===== src/rtl/ubrg_pkg.sv =====
// package for the serial baud rate generator: offsets, fields, reset values, timing counts
// assumes a 100 MHz system clock and an AXI4-Lite register bus with 32-bit data
package ubrg_pkg;
	localparam logic [7:0] ADDR_CLKSEL = 8'h00;
	localparam logic [7:0] ADDR_DIVISOR = 8'h04;
	localparam logic [7:0] ADDR_MODE = 8'h08;
	localparam logic [7:0] ADDR_TXSTAT = 8'h0C;
	localparam logic [7:0] ADDR_TXBUF = 8'h10;
	localparam logic [7:0] ADDR_RXBUF = 8'h14;
	localparam int MODE_UNIT_BIT = 0;
	localparam int MODE_TX_BIT = 1;
	localparam int MODE_RX_BIT = 2;
	localparam logic [3:0] CLKSEL_RESET = 4'h0;
	localparam logic [7:0] DIVISOR_RESET = 8'hFF;
	localparam logic [3:0] SEL_MAX_DIV = 4'hA;
	localparam logic [3:0] SEL_EXT = 4'hB;
	localparam logic [7:0] DIV_MIN = 8'h08;
	localparam int FRAME_BITS = 11;
	localparam int DATA_BITS = 8;
	localparam logic [1:0] STOP_EXTRA = 2'h2;
	localparam logic [1:0] RESP_OKAY = 2'b00;
	localparam logic [1:0] RESP_SLVERR = 2'b10;
endpackage : ubrg_pkg


===== src/rtl/ubrg_prescaler.sv =====
// base clock tick generator: power-of-two divider or external clock edge
// assumes the external clock input is synchronous to clk_sys
`timescale 1ns/1ps
module ubrg_prescaler
	import ubrg_pkg::*;
(
	input wire logic clk_sys, // system clock
	input wire logic rst, // synchronous reset
	input wire logic unit_en, // serial unit enable
	input wire logic [3:0] sel, // base clock select code
	input wire logic ext_clk, // external baud clock
	output logic base_tick // one cycle per base clock rising edge
);
	logic [9:0] div_cnt_ff;
	logic ext_prev_ff;
	logic [10:0] mask;

	always_ff @(posedge clk_sys) begin
		if (rst || !unit_en) begin
			div_cnt_ff <= 10'h000;
		end else begin
			div_cnt_ff <= div_cnt_ff + 10'h001;
		end
	end

	always_ff @(posedge clk_sys) begin
		if (rst) begin
			ext_prev_ff <= 1'b0;
		end else begin
			ext_prev_ff <= ext_clk;
		end
	end

	// tick when low code bits of the free counter are all ones
	assign mask = (11'h001 << sel) - 11'h001;

	always_comb begin
		base_tick = 1'b0;
		if (unit_en) begin
			if (sel <= SEL_MAX_DIV) begin
				base_tick = ((div_cnt_ff & mask[9:0]) == mask[9:0]);
			end else if (sel == SEL_EXT) begin
				base_tick = ext_clk && !ext_prev_ff;
			end
		end
	end

	AST_NO_TICK_DISABLED: assert property (@(posedge clk_sys) disable iff (rst)
		!unit_en |-> !base_tick) else $error("base tick while unit disabled");
	AST_DIV_NO_BACK_TO_BACK: assert property (@(posedge clk_sys) disable iff (rst)
		(unit_en && $past(unit_en) && sel != 4'h0 && sel <= SEL_MAX_DIV
		&& $stable(sel) && base_tick)
		|=> !base_tick) else $error("divided base clock ticked twice in a row");
endmodule : ubrg_prescaler


===== src/rtl/ubrg_top.sv =====
// serial baud generator with transmitter and receiver timing, AXI4-Lite registers
// assumes clk_sys at 100 MHz and serial pins synchronous to clk_sys
//
// Chosen here: the AXI4-Lite register port and the placing of the registers.
`timescale 1ns/1ps
module ubrg_top
	import ubrg_pkg::*;
(
	input wire logic clk_sys, // system clock
	input wire logic rst, // synchronous reset, active high
	input wire logic [7:0] s_axi_awaddr, // write address
	input wire logic s_axi_awvalid, // write address valid
	output logic s_axi_awready, // write address ready
	input wire logic [31:0] s_axi_wdata, // write data
	input wire logic [3:0] s_axi_wstrb, // write strobes
	input wire logic s_axi_wvalid, // write data valid
	output logic s_axi_wready, // write data ready
	output logic [1:0] s_axi_bresp, // write response
	output logic s_axi_bvalid, // write response valid
	input wire logic s_axi_bready, // write response ready
	input wire logic [7:0] s_axi_araddr, // read address
	input wire logic s_axi_arvalid, // read address valid
	output logic s_axi_arready, // read address ready
	output logic [31:0] s_axi_rdata, // read data
	output logic [1:0] s_axi_rresp, // read response
	output logic s_axi_rvalid, // read data valid
	input wire logic s_axi_rready, // read data ready
	input wire logic external_baud_clock_in, // external base clock
	input wire logic serial_in_pin, // serial receive input
	output logic serial_out_pin // serial transmit output
);
	typedef enum logic [3:0] {
		TX_IDLE = 4'b0001,
		TX_SHIFT = 4'b0010,
		TX_STRETCH = 4'b0100,
		TX_UNUSED = 4'b1000
	} ubrg_tx_t;
	typedef enum logic [2:0] {
		RX_IDLE = 3'b001,
		RX_START = 3'b010,
		RX_DATA = 3'b100
	} ubrg_rx_t;

	logic [3:0] base_clock_select_field_ff;
	logic [7:0] divisor_value_field_ff;
	logic serial_unit_enable_ff, transmit_enable_bit_ff, receive_enable_bit_ff;
	logic [7:0] transmit_holding_buffer_ff;
	logic tx_buffer_full_flag_ff;
	logic [7:0] rx_data_ff;
	logic rx_ready_ff;
	logic base_tick;
	logic aw_hold_ff, w_hold_ff;
	logic [7:0] aw_addr_ff;
	logic [31:0] w_data_ff;
	logic [3:0] w_strb_ff;
	logic wr_go, wr_ok, txbuf_wr, rd_go, rd_rxbuf;
	logic [31:0] nxt_rdata;
	logic [1:0] nxt_rresp;
	logic tx_shift_busy;

	// write channel: address and data taken in either order
	assign s_axi_awready = !aw_hold_ff && !s_axi_bvalid;
	assign s_axi_wready = !w_hold_ff && !s_axi_bvalid;
	assign wr_go = aw_hold_ff && w_hold_ff && !s_axi_bvalid;
	assign wr_ok = aw_addr_ff inside {ADDR_CLKSEL, ADDR_DIVISOR, ADDR_MODE, ADDR_TXBUF};
	assign txbuf_wr = wr_go && aw_addr_ff == ADDR_TXBUF && w_strb_ff[0];

	always_ff @(posedge clk_sys) begin
		if (rst) begin
			aw_hold_ff <= 1'b0;
			w_hold_ff <= 1'b0;
			aw_addr_ff <= 8'h00;
			w_data_ff <= 32'h0000_0000;
			w_strb_ff <= 4'h0;
		end else begin
			if (s_axi_awvalid && s_axi_awready) begin
				aw_hold_ff <= 1'b1;
				aw_addr_ff <= {s_axi_awaddr[7:2], 2'b00};
			end else if (wr_go) begin
				aw_hold_ff <= 1'b0;
			end
			if (s_axi_wvalid && s_axi_wready) begin
				w_hold_ff <= 1'b1;
				w_data_ff <= s_axi_wdata;
				w_strb_ff <= s_axi_wstrb;
			end else if (wr_go) begin
				w_hold_ff <= 1'b0;
			end
		end
	end

	always_ff @(posedge clk_sys) begin
		if (rst) begin
			s_axi_bvalid <= 1'b0;
			s_axi_bresp <= RESP_OKAY;
		end else if (wr_go) begin
			s_axi_bvalid <= 1'b1;
			s_axi_bresp <= wr_ok ? RESP_OKAY : RESP_SLVERR;
		end else if (s_axi_bready) begin
			s_axi_bvalid <= 1'b0;
		end
	end

	// configuration registers; only byte lane 0 carries data
	always_ff @(posedge clk_sys) begin
		if (rst) begin
			base_clock_select_field_ff <= CLKSEL_RESET;
			divisor_value_field_ff <= DIVISOR_RESET;
			serial_unit_enable_ff <= 1'b0;
			transmit_enable_bit_ff <= 1'b0;
			receive_enable_bit_ff <= 1'b0;
		end else if (wr_go && w_strb_ff[0]) begin
			unique case (aw_addr_ff)
				ADDR_CLKSEL: base_clock_select_field_ff <= w_data_ff[3:0];
				ADDR_DIVISOR: divisor_value_field_ff <= w_data_ff[7:0];
				ADDR_MODE: begin
					serial_unit_enable_ff <= w_data_ff[MODE_UNIT_BIT];
					transmit_enable_bit_ff <= w_data_ff[MODE_TX_BIT];
					receive_enable_bit_ff <= w_data_ff[MODE_RX_BIT];
				end
				default: ;
			endcase
		end
	end

	// read channel, one-cycle answer
	assign s_axi_arready = !s_axi_rvalid;
	assign rd_go = s_axi_arvalid && s_axi_arready;
	assign rd_rxbuf = rd_go && {s_axi_araddr[7:2], 2'b00} == ADDR_RXBUF;

	always_comb begin
		nxt_rdata = 32'h0000_0000;
		nxt_rresp = RESP_OKAY;
		unique case ({s_axi_araddr[7:2], 2'b00})
			ADDR_CLKSEL: nxt_rdata[3:0] = base_clock_select_field_ff;
			ADDR_DIVISOR: nxt_rdata[7:0] = divisor_value_field_ff;
			ADDR_MODE: nxt_rdata[2:0] = {receive_enable_bit_ff, transmit_enable_bit_ff,
				serial_unit_enable_ff};
			ADDR_TXSTAT: nxt_rdata[1:0] = {tx_buffer_full_flag_ff, tx_shift_busy};
			ADDR_RXBUF: nxt_rdata[8:0] = {rx_ready_ff, rx_data_ff};
			default: nxt_rresp = RESP_SLVERR;
		endcase
	end

	always_ff @(posedge clk_sys) begin
		if (rst) begin
			s_axi_rvalid <= 1'b0;
			s_axi_rdata <= 32'h0000_0000;
			s_axi_rresp <= RESP_OKAY;
		end else if (rd_go) begin
			s_axi_rvalid <= 1'b1;
			s_axi_rdata <= nxt_rdata;
			s_axi_rresp <= nxt_rresp;
		end else if (s_axi_rready) begin
			s_axi_rvalid <= 1'b0;
		end
	end

	ubrg_prescaler u_prescaler (
		.clk_sys(clk_sys),
		.rst(rst),
		.unit_en(serial_unit_enable_ff),
		.sel(base_clock_select_field_ff),
		.ext_clk(external_baud_clock_in),
		.base_tick(base_tick)
	);

	// transmitter: k base clocks per half bit, two halves per bit
	ubrg_tx_t tx_state_ff;
	logic [7:0] tx_cnt_ff;
	logic tx_half_ff;
	logic [3:0] tx_bit_ff;
	logic [9:0] tx_shift_ff;
	logic [1:0] tx_ext_ff;
	logic tx_on, tx_bit_end, tx_load;

	assign tx_on = serial_unit_enable_ff && transmit_enable_bit_ff;
	assign tx_shift_busy = tx_state_ff != TX_IDLE;
	assign tx_bit_end = base_tick && tx_half_ff && tx_cnt_ff == divisor_value_field_ff
		- 8'h01;
	// frames start on a base tick so the start bit is a full bit long
	assign tx_load = base_tick && tx_buffer_full_flag_ff && (tx_state_ff == TX_IDLE
		|| (tx_state_ff == TX_STRETCH && tx_ext_ff == STOP_EXTRA - 2'h1));

	always_ff @(posedge clk_sys) begin
		if (rst || !tx_on) begin
			tx_buffer_full_flag_ff <= 1'b0;
			transmit_holding_buffer_ff <= 8'h00;
		end else if (txbuf_wr && !tx_buffer_full_flag_ff) begin
			tx_buffer_full_flag_ff <= 1'b1;
			transmit_holding_buffer_ff <= w_data_ff[7:0];
		end else if (tx_load) begin
			tx_buffer_full_flag_ff <= 1'b0;
		end
	end

	// tx divide counter; cleared outside TX_SHIFT, freezes in TX_SHIFT whenever no base tick arrives
	always_ff @(posedge clk_sys) begin
		if (rst || !tx_on || tx_state_ff != TX_SHIFT) begin
			tx_cnt_ff <= 8'h00;
			tx_half_ff <= 1'b0;
		end else if (base_tick) begin
			if (tx_state_ff == TX_SHIFT && tx_cnt_ff == divisor_value_field_ff - 8'h01) begin
				tx_cnt_ff <= 8'h00;
				tx_half_ff <= !tx_half_ff;
			end else begin
				tx_cnt_ff <= tx_cnt_ff + 8'h01;
			end
		end
	end

	always_ff @(posedge clk_sys) begin
		if (rst || !tx_on) begin
			tx_state_ff <= TX_IDLE;
			tx_bit_ff <= 4'h0;
			tx_shift_ff <= 10'h3FF;
			tx_ext_ff <= 2'h0;
		end else begin
			unique case (tx_state_ff)
				TX_IDLE: if (tx_load) begin
					tx_state_ff <= TX_SHIFT;
					tx_shift_ff <= {1'b1, transmit_holding_buffer_ff, 1'b0};
					tx_bit_ff <= 4'h0;
				end
				TX_SHIFT: if (tx_bit_end) begin
					tx_bit_ff <= tx_bit_ff + 4'h1;
					tx_shift_ff <= {1'b1, tx_shift_ff[9:1]};
					if (tx_bit_ff == 4'(DATA_BITS + 1)) begin
						tx_state_ff <= TX_STRETCH;
						tx_ext_ff <= 2'h0;
					end
				end
				TX_STRETCH: if (base_tick) begin
					tx_ext_ff <= tx_ext_ff + 2'h1;
					if (tx_load) begin
						tx_state_ff <= TX_SHIFT;
						tx_shift_ff <= {1'b1, transmit_holding_buffer_ff, 1'b0};
						tx_bit_ff <= 4'h0;
					end else if (tx_ext_ff == STOP_EXTRA - 2'h1) begin
						tx_state_ff <= TX_IDLE;
					end
				end
				default: tx_state_ff <= TX_IDLE;
			endcase
		end
	end

	// output holds its last level while the base clock is stopped and the transmitter stays enabled
	always_ff @(posedge clk_sys) begin
		if (rst) begin
			serial_out_pin <= 1'b1;
		end else begin
			serial_out_pin <= tx_shift_ff[0];
		end
	end

	// receiver: two-sample filter then centre sampling
	ubrg_rx_t rx_state_ff;
	logic [1:0] rx_samp_ff;
	logic rx_level_ff;
	logic [8:0] rx_cnt_ff;
	logic [3:0] rx_bit_ff;
	logic [7:0] rx_shift_ff;
	logic rx_on;
	logic [8:0] rx_full;

	assign rx_on = serial_unit_enable_ff && receive_enable_bit_ff;
	assign rx_full = {divisor_value_field_ff, 1'b0};

	always_ff @(posedge clk_sys) begin
		if (rst) begin
			rx_samp_ff <= 2'b11;
			rx_level_ff <= 1'b1;
		end else if (base_tick) begin
			rx_samp_ff <= {rx_samp_ff[0], serial_in_pin};
			if (rx_samp_ff[1] == rx_samp_ff[0]) begin
				rx_level_ff <= rx_samp_ff[0];
			end
		end
	end

	always_ff @(posedge clk_sys) begin
		if (rst || !rx_on) begin
			rx_state_ff <= RX_IDLE;
			rx_cnt_ff <= 9'h000;
			rx_bit_ff <= 4'h0;
			rx_shift_ff <= 8'h00;
		end else if (base_tick) begin
			unique case (rx_state_ff)
				RX_IDLE: if (!rx_level_ff) begin
					rx_state_ff <= RX_START;
					rx_cnt_ff <= 9'h001;
				end
				RX_START: if (rx_cnt_ff == {1'b0, divisor_value_field_ff}) begin
					rx_cnt_ff <= 9'h001;
					rx_state_ff <= rx_level_ff ? RX_IDLE : RX_DATA;
					rx_bit_ff <= 4'h0;
				end else begin
					rx_cnt_ff <= rx_cnt_ff + 9'h001;
				end
				RX_DATA: if (rx_cnt_ff == rx_full) begin
					rx_cnt_ff <= 9'h001;
					rx_bit_ff <= rx_bit_ff + 4'h1;
					if (rx_bit_ff == 4'(DATA_BITS)) begin
						rx_state_ff <= RX_IDLE;
					end else begin
						rx_shift_ff <= {rx_level_ff, rx_shift_ff[7:1]};
					end
				end else begin
					rx_cnt_ff <= rx_cnt_ff + 9'h001;
				end
				default: rx_state_ff <= RX_IDLE;
			endcase
		end
	end

	always_ff @(posedge clk_sys) begin
		if (rst) begin
			rx_data_ff <= 8'h00;
			rx_ready_ff <= 1'b0;
		end else if (rx_on && base_tick && rx_state_ff == RX_DATA && rx_cnt_ff == rx_full
			&& rx_bit_ff == 4'(DATA_BITS) && rx_level_ff) begin
			rx_data_ff <= rx_shift_ff;
			rx_ready_ff <= 1'b1;
		end else if (rd_rxbuf) begin
			rx_ready_ff <= 1'b0;
		end
	end

	AST_TX_IDLE_HIGH: assert property (@(posedge clk_sys) disable iff (rst)
		(tx_state_ff == TX_IDLE && $past(tx_state_ff) == TX_IDLE) |-> serial_out_pin)
		else $error("line not idle high");
	AST_STRETCH_TWO: assert property (@(posedge clk_sys) disable iff (rst)
		(tx_state_ff == TX_STRETCH && tx_ext_ff == 2'h1 && base_tick && tx_on)
		|=> tx_state_ff == ($past(tx_buffer_full_flag_ff) ? TX_SHIFT : TX_IDLE))
		else $error("stop stretch length wrong");
	AST_FREEZE: assert property (@(posedge clk_sys) disable iff (rst)
		(!base_tick && !txbuf_wr && tx_on && $past(tx_on) && tx_state_ff == TX_SHIFT)
		|=> $stable(tx_cnt_ff)) else $error("tx counter moved without base clock");
	AST_BUF_FLAGS: assert property (@(posedge clk_sys) disable iff (rst)
		(tx_load && tx_on) |=>
		(!tx_buffer_full_flag_ff && tx_shift_busy)) else $error("buffer handoff wrong");
	AST_RX_FILTER: assert property (@(posedge clk_sys) disable iff (rst)
		(base_tick && rx_samp_ff[1] != rx_samp_ff[0]) |=> $stable(rx_level_ff))
		else $error("filter passed a single sample");
	AST_CLKSEL_READ: assert property (@(posedge clk_sys) disable iff (rst)
		(rd_go && {s_axi_araddr[7:2], 2'b00} == ADDR_CLKSEL) |=> s_axi_rdata[31:4] == 28'h0)
		else $error("select upper bits not zero");
	AST_RX_START_CENTRE: assert property (@(posedge clk_sys) disable iff (rst)
		(rx_state_ff == RX_START && base_tick && rx_on && rx_cnt_ff > divisor_value_field_ff)
		|-> 1'b0) else $error("start centre overshoot");
	AST_TX_RATE: assert property (@(posedge clk_sys) disable iff (rst)
		(tx_on && tx_state_ff == TX_SHIFT && base_tick && tx_cnt_ff >= divisor_value_field_ff)
		|-> 1'b0) else $error("tx counter beyond divisor");
endmodule : ubrg_top


===== config.mk =====
export PLATFORM = sky130hd
export DESIGN_NAME = ubrg_top
export DESIGN_NICKNAME = d
export VERILOG_FILES = /design/src/rtl/ubrg_pkg.sv /design/src/rtl/ubrg_prescaler.sv /design/src/rtl/ubrg_top.sv
export SDC_FILE = /design/constraint.sdc
export NUM_CORES = 1
export LEC_CHECK = 0
export BUFFER_PORTS_ARGS = -buffer_cell sky130_fd_sc_hd__buf_2
export CORE_MARGIN = 2
export CORE_UTILIZATION = 40
export CTS_CLUSTER_SIZE = 40
export DETAILED_ROUTE_END_ITERATION = 7
export GPL_TIMING_DRIVEN = 1
export PLACE_DENSITY = 0.69
export SLEW_MARGIN = 10
export SYNTH_ARGS = -nofsm -noshare
export SYNTH_HDL_FRONTEND = slang
export SYNTH_SLANG_ARGS = --single-unit

===== constraint.sdc =====
create_clock -name clk_sys -period 5.6 [get_ports clk_sys]
set_input_delay 0.56 -clock clk_sys [delete_from_list [all_inputs] [get_ports clk_sys]]
set_output_delay 0.56 -clock clk_sys [all_outputs]
set_load 0.05 [all_outputs]

After elaboration in Yosys (flattened, before gate mapping)
Cells that the tools add are included.
{ "classes": {"order_cmp": 1, "reduce_logical": 67, "n_bitwise": 2, "shift": 1, "addsub": 8, "n_eq_ne": 33, "n_mux": 54} }
{ "ops": {"columns": ["op", "n"], "rows": [
  ["2-to-1 mux 4 bit", 11],
  ["2-to-1 mux 10 bit", 3],
  ["one-hot mux 10 bit (3 select lines)", 1],
  ["2-to-1 mux 9 bit", 3],
  ["one-hot mux 9 bit (3 select lines)", 1],
  ["logical AND 1 bit", 26],
  ["one-hot mux 4 bit (3 select lines)", 2],
  ["equality test 6 x 2 -> 1 bit, second input constant", 3],
  ["one-hot mux 4 bit (2 select lines)", 2],
  ["nonzero test 2 bit", 8],
  ["2-to-1 mux 1 bit", 15],
  ["2-to-1 mux 3 bit", 5],
  ["inequality test 2 bit, second input constant", 7],
  ["equality test 4 bit, second input constant", 3],
  ["equality test 6 x 1 -> 1 bit, second input constant", 2],
  ["equality test 6 x 3 -> 1 bit, second input constant", 2],
  ["AND reduction 4 bit", 3],
  ["adder 10 x 1 -> 10 bit, second input constant", 1],
  ["bitwise AND 10 bit", 1],
  ["equality test 10 bit", 1],
  ["zero test 1 bit", 10],
  ["2-to-1 mux 2 bit", 5],
  ["one-hot mux 2 bit (5 select lines)", 1],
  ["AND reduction 2 bit", 5],
  ["37 further kinds", 45]
]} }
{ "word_totals": {"register_bits": 133, "input_bits": 61, "wordCells": 200} }

Depth between registers and ports, before layout
{ "logic_depth": {"word_depth": 12, "depth_mapped": 12, "ltp_nobuf": 10} }

Cells and area by module
A second synthesis with hierarchy kept.
{ "unflattened": {"hier_cells": 779, "hier_area_um2": 6572.6} }
{ "by_module_without_submodules": {"columns": ["module", "cells_per_inst", "seq_area_each_um2", "instances", "area_each_um2"], "rows": [
  ["ubrg_top", 686, 2362.3, 1, 5874.4],
  ["ubrg_prescaler", 93, 220.2, 1, 698.2]
]} }

Worst setup path after synthesis
No wires, ideal clock.
{ "synth_timing": {"path_type": "flip-flop to flip-flop", "from": "register base_clock_select_field_ff[0]", "to": "register tx_bit_ff[1]", "path_buffers": 2, "path_stages_with_launch": 12, "setup_time_ns": 0.117, "arrival_time_ns": 2.984, "slack_ns": 2.499, "cell_sequence": "dfxtp_1 buf_6 or4_4 ha_1 nor2_1 a2111oi_2 o2111ai_1 a311oi_4 nor2_4 or2_1 buf_2 a32o_1"} }
{ "synth_via": {"elab_chain_cells": 11} }
{ "synth_rtl": {"columns": ["item", "line", "source"], "rows": [
  ["from (decl)", "ubrg_top.sv:44", "logic [3:0] base_clock_select_field_ff;"],
  ["from (signal assigned)", "ubrg_top.sv:114", "ADDR_CLKSEL: base_clock_select_field_ff <= w_data_ff[3:0];"],
  ["left shift 1 x 4 -> 10 bit", "ubrg_prescaler.sv:35", "assign mask = (11'h001 << sel) - 11'h001;"],
  ["subtractor 10 x 1 -> 10 bit", "ubrg_prescaler.sv:35", null],
  ["bitwise AND 10 bit", "ubrg_prescaler.sv:41", "base_tick = ((div_cnt_ff & mask[9:0]) == mask[9:0]);"],
  ["equality test 10 bit", "ubrg_prescaler.sv:41", null],
  ["2-to-1 mux 1 bit *", "ubrg_prescaler.sv:40", "if (sel <= SEL_MAX_DIV) begin"],
  ["2-to-1 mux 1 bit *", "ubrg_prescaler.sv:39", "if (unit_en) begin"],
  ["logical AND 1 bit (2 in a row)", "ubrg_top.sv:182", "assign tx_load = base_tick && tx_buffer_full_flag_ff && (tx_state_ff == TX_IDLE"],
  ["2-to-1 mux 4 bit (2 in a row)", null, null],
  ["one-hot mux 4 bit (3 select lines)", null, null],
  ["to (signal assigned)", "ubrg_top.sv:226", "tx_bit_ff <= tx_bit_ff + 4'h1;"],
  ["to (decl)", "ubrg_top.sv:172", "logic [3:0] tx_bit_ff;"]
]} }
Mark *: on every way between the ends. The rest lies on a longest branch, timed or not. The select of a mux whose other input is x is not followed.
A chain may end at the register's enable or synchronous reset.

Worst setup path after layout
{ "layout_timing": {"from": "register base_clock_select_field_ff[3]", "to": "register tx_shift_ff[0]"} }
{ "layout_via": {"elab_chain_cells": 11} }
{ "layout_rtl": {"columns": ["item", "line", "source"], "rows": [
  ["left shift 1 x 4 -> 10 bit", "ubrg_prescaler.sv:35", null],
  ["subtractor 10 x 1 -> 10 bit", "ubrg_prescaler.sv:35", null],
  ["bitwise AND 10 bit", "ubrg_prescaler.sv:41", null],
  ["equality test 10 bit", "ubrg_prescaler.sv:41", null],
  ["2-to-1 mux 1 bit *", "ubrg_prescaler.sv:40", null],
  ["2-to-1 mux 1 bit *", "ubrg_prescaler.sv:39", null],
  ["logical AND 1 bit (2 in a row)", "ubrg_top.sv:182", null],
  ["2-to-1 mux 10 bit (2 in a row)", null, null],
  ["one-hot mux 10 bit (3 select lines)", null, null],
  ["to (signal assigned)", "ubrg_top.sv:222", "tx_shift_ff <= {1'b1, transmit_holding_buffer_ff, 1'b0};"],
  ["to (signal assigned)", "ubrg_top.sv:227", "tx_shift_ff <= {1'b1, tx_shift_ff[9:1]};"],
  ["to (signal assigned)", "ubrg_top.sv:237", "tx_shift_ff <= {1'b1, transmit_holding_buffer_ff, 1'b0};"],
  ["to (decl)", "ubrg_top.sv:173", "logic [9:0] tx_shift_ff;"]
]} }
Marked as above.

==> flow_summary.json <==
{
  "run_status": "finished clean",
  "cts.htree.levels": 4,
  "ys_async_sr_fraction": 0,
  "row_count": 46,
  "drt-initial-drc-count": 355,
  "cts_inserted_buffers": 17,
  "worst_ir_drop_vdd_uv": 206,
  "grt_first_pass_wirelength_um": 24800,
  "grt_overflow": 0,
  "post_cts_hold_buffer_count": 0,
  "die_height_um": 132,
  "num-nets-final": 880,
  "finalWirelength_um": 14600,
  "setup_fix_buffers_added_after_clock_tree_synthesis": 0,
  "critPathMaxFanout": 28,
  "synth_seq_area_share": 0.394,
  "worst_hold_path.num_cells": 2,
  "synth.largest_area_cell": "sky130_fd_sc_hd__dfxtp_1",
  "skew_ns": 0.00861,
  "yosys_register_bits": 129,
  "cp.required_ns": 5.90,
  "drc": 0,
  "synthesis_to_layout_area_growth_pct": 12.4,
  "antenna_found_initial": 0,
  "endpoint_kind": "flip-flop",
  "hold_class": "primary input to flip-flop",
  "worstReg2RegEnd": "tx_shift_ff[0]$_SDFFE_PP1P_",
  "io_buffer_count": 46,
  "yosysTopAreaCellShare": 0.394,
  "max_cap_violations": 0,
  "hold_violations": 0,
  "drt-pass1-iter-count": 5,
  "tritoncts_num_sinks": 129,
  "crit_arrival_ns": 3.92,
  "ctsRootBufferMaster": "sky130_fd_sc_hd__clkbuf_16",
  "cp-endpoint": "tx_shift_ff[0]$_SDFFE_PP1P_",
  "post_cts_resize_count": 0,
  "gp_congestion": 0.840,
  "fraction_of_layout_cells_with_a_size_suffix_above_1": 0.128,
  "period_share": 0.647,
  "initial_core_util": 0.411,
  "die_span_x_um": 132,
  "track_usage": 0.172,
  "p_per_area_nw_per_um2": 287,
  "worst-r2r-cell-count": 10,
  "crit-reg2reg-launch": "base_clock_select_field_ff[3]$_SDFFE_PP0P_",
  "worstSetupStartpoint": "base_clock_select_field_ff[3]$_SDFFE_PP0P_",
  "synth_area_sq_um": 6560,
  "clock_transition_at_the_register_clock_pins_on_the_worst_setup_and_hold_paths_after_cts_ns": 0.06,
  "max_slew.worst_pin.slew_ns": 1.11,
  "final.setup.tns_ns": 0,
  "slew_headroom": 0.258,
  "crit_type": "flip-flop to flip-flop",
  "synthCells": 786,
  "worst-r2r-setup-slack_ns": 1.97,
  "clock_insertion_delay_at_the_later_pin_of_the_skew_report_ns": 0.42,
  "post-place-ws_ns": 2.00,
  "cts.path.max_buffers": 2,
  "power.static_leakage_nw": 2.68,
  "final-setup-viol-count": 0,
  "layout_commonest_cell": "sky130_fd_sc_hd__dfxtp_1",
  "wire_per_inst_um": 14.0,
  "dieArea_sq_um": 17400,
  "crit_path_start_kind": "flip-flop",
  "synth.yosys.warnings": 0,
  "synth-main-ff-cell": "sky130_fd_sc_hd__dfxtp_1",
  "final_antenna_net_count": 0,
  "layout.cells.most_common_list": "129 x sky130_fd_sc_hd__dfxtp_1, 106 x sky130_fd_sc_hd__nor2_1, 65 x sky130_fd_sc_hd__nand2_1",
  "detailroute.via_count": 5473,
  "cts_tree": "built",
  "design.portCount": 103,
  "yosys.cell_types.count": 66,
  "fmax_ghz": 0.276,
  "n_antenna_cell": 0,
  "final_period_minus_worst_setup_slack_ns": 3.63,
  "grt_start_max_net_pins": 62,
  "finalWorstSetupSlack_ns": 1.97,
  "floorplan.core_area_sq_um": 15900,
  "report.final.slew_viol_count": 0,
  "synth-edff-count": 0,
  "hpwlAfterDp_um": 9950,
  "post_synth_main_area_contributors": "sky130_fd_sc_hd__dfxtp_1 39%, sky130_fd_sc_hd__mux2i_1 6.3%, sky130_fd_sc_hd__nor2_1 6.1%, sky130_fd_sc_hd__xor2_1 4.8%, sky130_fd_sc_hd__nand2_1 3.7%",
  "grt_pass1_vias": 5097,
  "unrepaired_setup_endpoints_after_global_routing": "false",
  "syn_area_per_cell_sq_um": 8.34,
  "vias_per_instance": 5.27
}
-- layer usage --
layer | vias to the layer above | GRT usage | share of wire
li1 | 2750 | - | -
met1 | 2590 | 0.232 | 0.48
met2 | 118 | 0.274 | 0.46
met3 | 15 | 0.0400 | 0.044
met4 | 0 | 0.0556 | 0.0095
met5 | - | 0 | 0
-- worst min path at each step --
stage,slack (ns),from,to
floorplan,0.42,tx_shift_ff[0]$_SDFFE_PP1P_,serial_out_pin$_SDFF_PP1_
global placement,0.44,s_axi_rdata[8]$_SDFFE_PP0P_,s_axi_rdata[8]$_SDFFE_PP0P_
detailed placement,0.44,tx_shift_ff[0]$_SDFFE_PP1P_,serial_out_pin$_SDFF_PP1_
CTS,0.31,s_axi_rready,s_axi_rvalid$_SDFFE_PP0P_
global route,0.32,s_axi_rready,s_axi_rvalid$_SDFFE_PP0P_
finish,0.32,s_axi_rready,s_axi_rvalid$_SDFFE_PP0P_
-- cells by family after synthesis --
family | synth area share
AOI/OAI and AO/OA | 0.141
xor gates and xnor gates | 0.0614
adders and majority gates | 0.0191
buffers and inverters | 0.0675
DFF | 0.394
muxes | 0.0780
other | 0.000572
and+or+nand+nor | 0.239
-- registers in the layout, summed over array words and instances (netlist names), 6 cells and up --
signal / count
aw_addr_ff: 6
divisor_value_field_ff: 8
rx_cnt_ff: 9
rx_data_ff: 8
rx_shift_ff: 8
s_axi_rdata: 9
transmit_holding_buffer_ff: 8
tx_cnt_ff: 8
tx_shift_ff: 9
u_prescaler.div_cnt_ff: 10
w_data_ff: 8
-- power breakdown --
group / switching, mW / internal (mW) / leakage (nW) / total [mW]
Sequential: 0.0128 / 0.932 / 1.04 / 0.944
Clock: 0.398 / 0.643 / 0.269 / 1.04
Combinational: 0.0981 / 0.0302 / 1.37 / 0.128
Total: 0.509 / 1.60 / 2.68 / 2.11
-- critical path, cell delays in order (launching register included) --
cell                        delay (ns)
sky130_fd_sc_hd__dfxtp_1          0.43
sky130_fd_sc_hd__or4_4            0.60
sky130_fd_sc_hd__ha_1             0.29
sky130_fd_sc_hd__nor2_1           0.04
sky130_fd_sc_hd__a2111oi_2        0.31
sky130_fd_sc_hd__o2111ai_1        0.22
sky130_fd_sc_hd__a311oi_4         0.32
sky130_fd_sc_hd__buf_4            0.29
sky130_fd_sc_hd__nor2_4           0.17
sky130_fd_sc_hd__or2_1            0.41
sky130_fd_sc_hd__a221o_1          0.40
-- synthesized netlist by cell type, types with 4 or more instances --
| library cell | instances |
|---|---|
| sky130_fd_sc_hd__o2111ai_1 | 5 |
| sky130_fd_sc_hd__o22ai_1 | 5 |
| sky130_fd_sc_hd__nand4_1 | 6 |
| sky130_fd_sc_hd__o21ai_0 | 29 |
| sky130_fd_sc_hd__ha_1 | 10 |
| sky130_fd_sc_hd__nor2_1 | 106 |
| sky130_fd_sc_hd__mux2i_1 | 41 |
| sky130_fd_sc_hd__dfxtp_1 | 129 |
| sky130_fd_sc_hd__nand3b_1 | 7 |
| sky130_fd_sc_hd__nor4_1 | 14 |
| sky130_fd_sc_hd__or3_1 | 4 |
| sky130_fd_sc_hd__and3_1 | 8 |
| sky130_fd_sc_hd__mux2_2 | 9 |
| sky130_fd_sc_hd__clkbuf_1 | 37 |
| sky130_fd_sc_hd__nand2_1 | 65 |
| sky130_fd_sc_hd__or2_2 | 4 |
| sky130_fd_sc_hd__a211o_1 | 9 |
| sky130_fd_sc_hd__a21oi_1 | 45 |
| sky130_fd_sc_hd__and2_1 | 7 |
| sky130_fd_sc_hd__inv_1 | 19 |
| sky130_fd_sc_hd__nand3_1 | 36 |
| sky130_fd_sc_hd__buf_4 | 25 |
| sky130_fd_sc_hd__nor3b_1 | 7 |
| sky130_fd_sc_hd__xor2_1 | 36 |
| sky130_fd_sc_hd__o31ai_1 | 5 |
| sky130_fd_sc_hd__or4_1 | 5 |
| sky130_fd_sc_hd__nand2b_1 | 11 |
| sky130_fd_sc_hd__nor2b_1 | 17 |
| sky130_fd_sc_hd__buf_1 | 5 |
| sky130_fd_sc_hd__xnor2_1 | 10 |
| sky130_fd_sc_hd__nor3_1 | 18 |
| sky130_fd_sc_hd__o211ai_1 | 8 |
-- cell type report --
cell class                 count  area, sq um
clock buffer                  23          478
tap                          216          270
clock inverter                 9         81.3
sequential                   129         2580
inverter                      19         71.3
multi-input combinational    591         3620
fill                        1562         8570
timing repair buffer          51          268
-- metrics by stage --
stage	power (mW)	cells	utilization	hold WS, ns	cell area (sq um)
3_5_place_dp	1.09	1006	0.427	0.443	6810
2_1_floorplan	1.08	810	-	0.418	6650
4_1_cts	2.13	1038	0.462	0.313	7370
5_1_grt	2.18	1038	0.462	0.318	7370
6_report	2.11	1038	0.462	0.323	7370
3_3_place_gp	1.09	1006	0.427	0.439	6810
No activity file was read; power rests on OpenSTA's default activity.
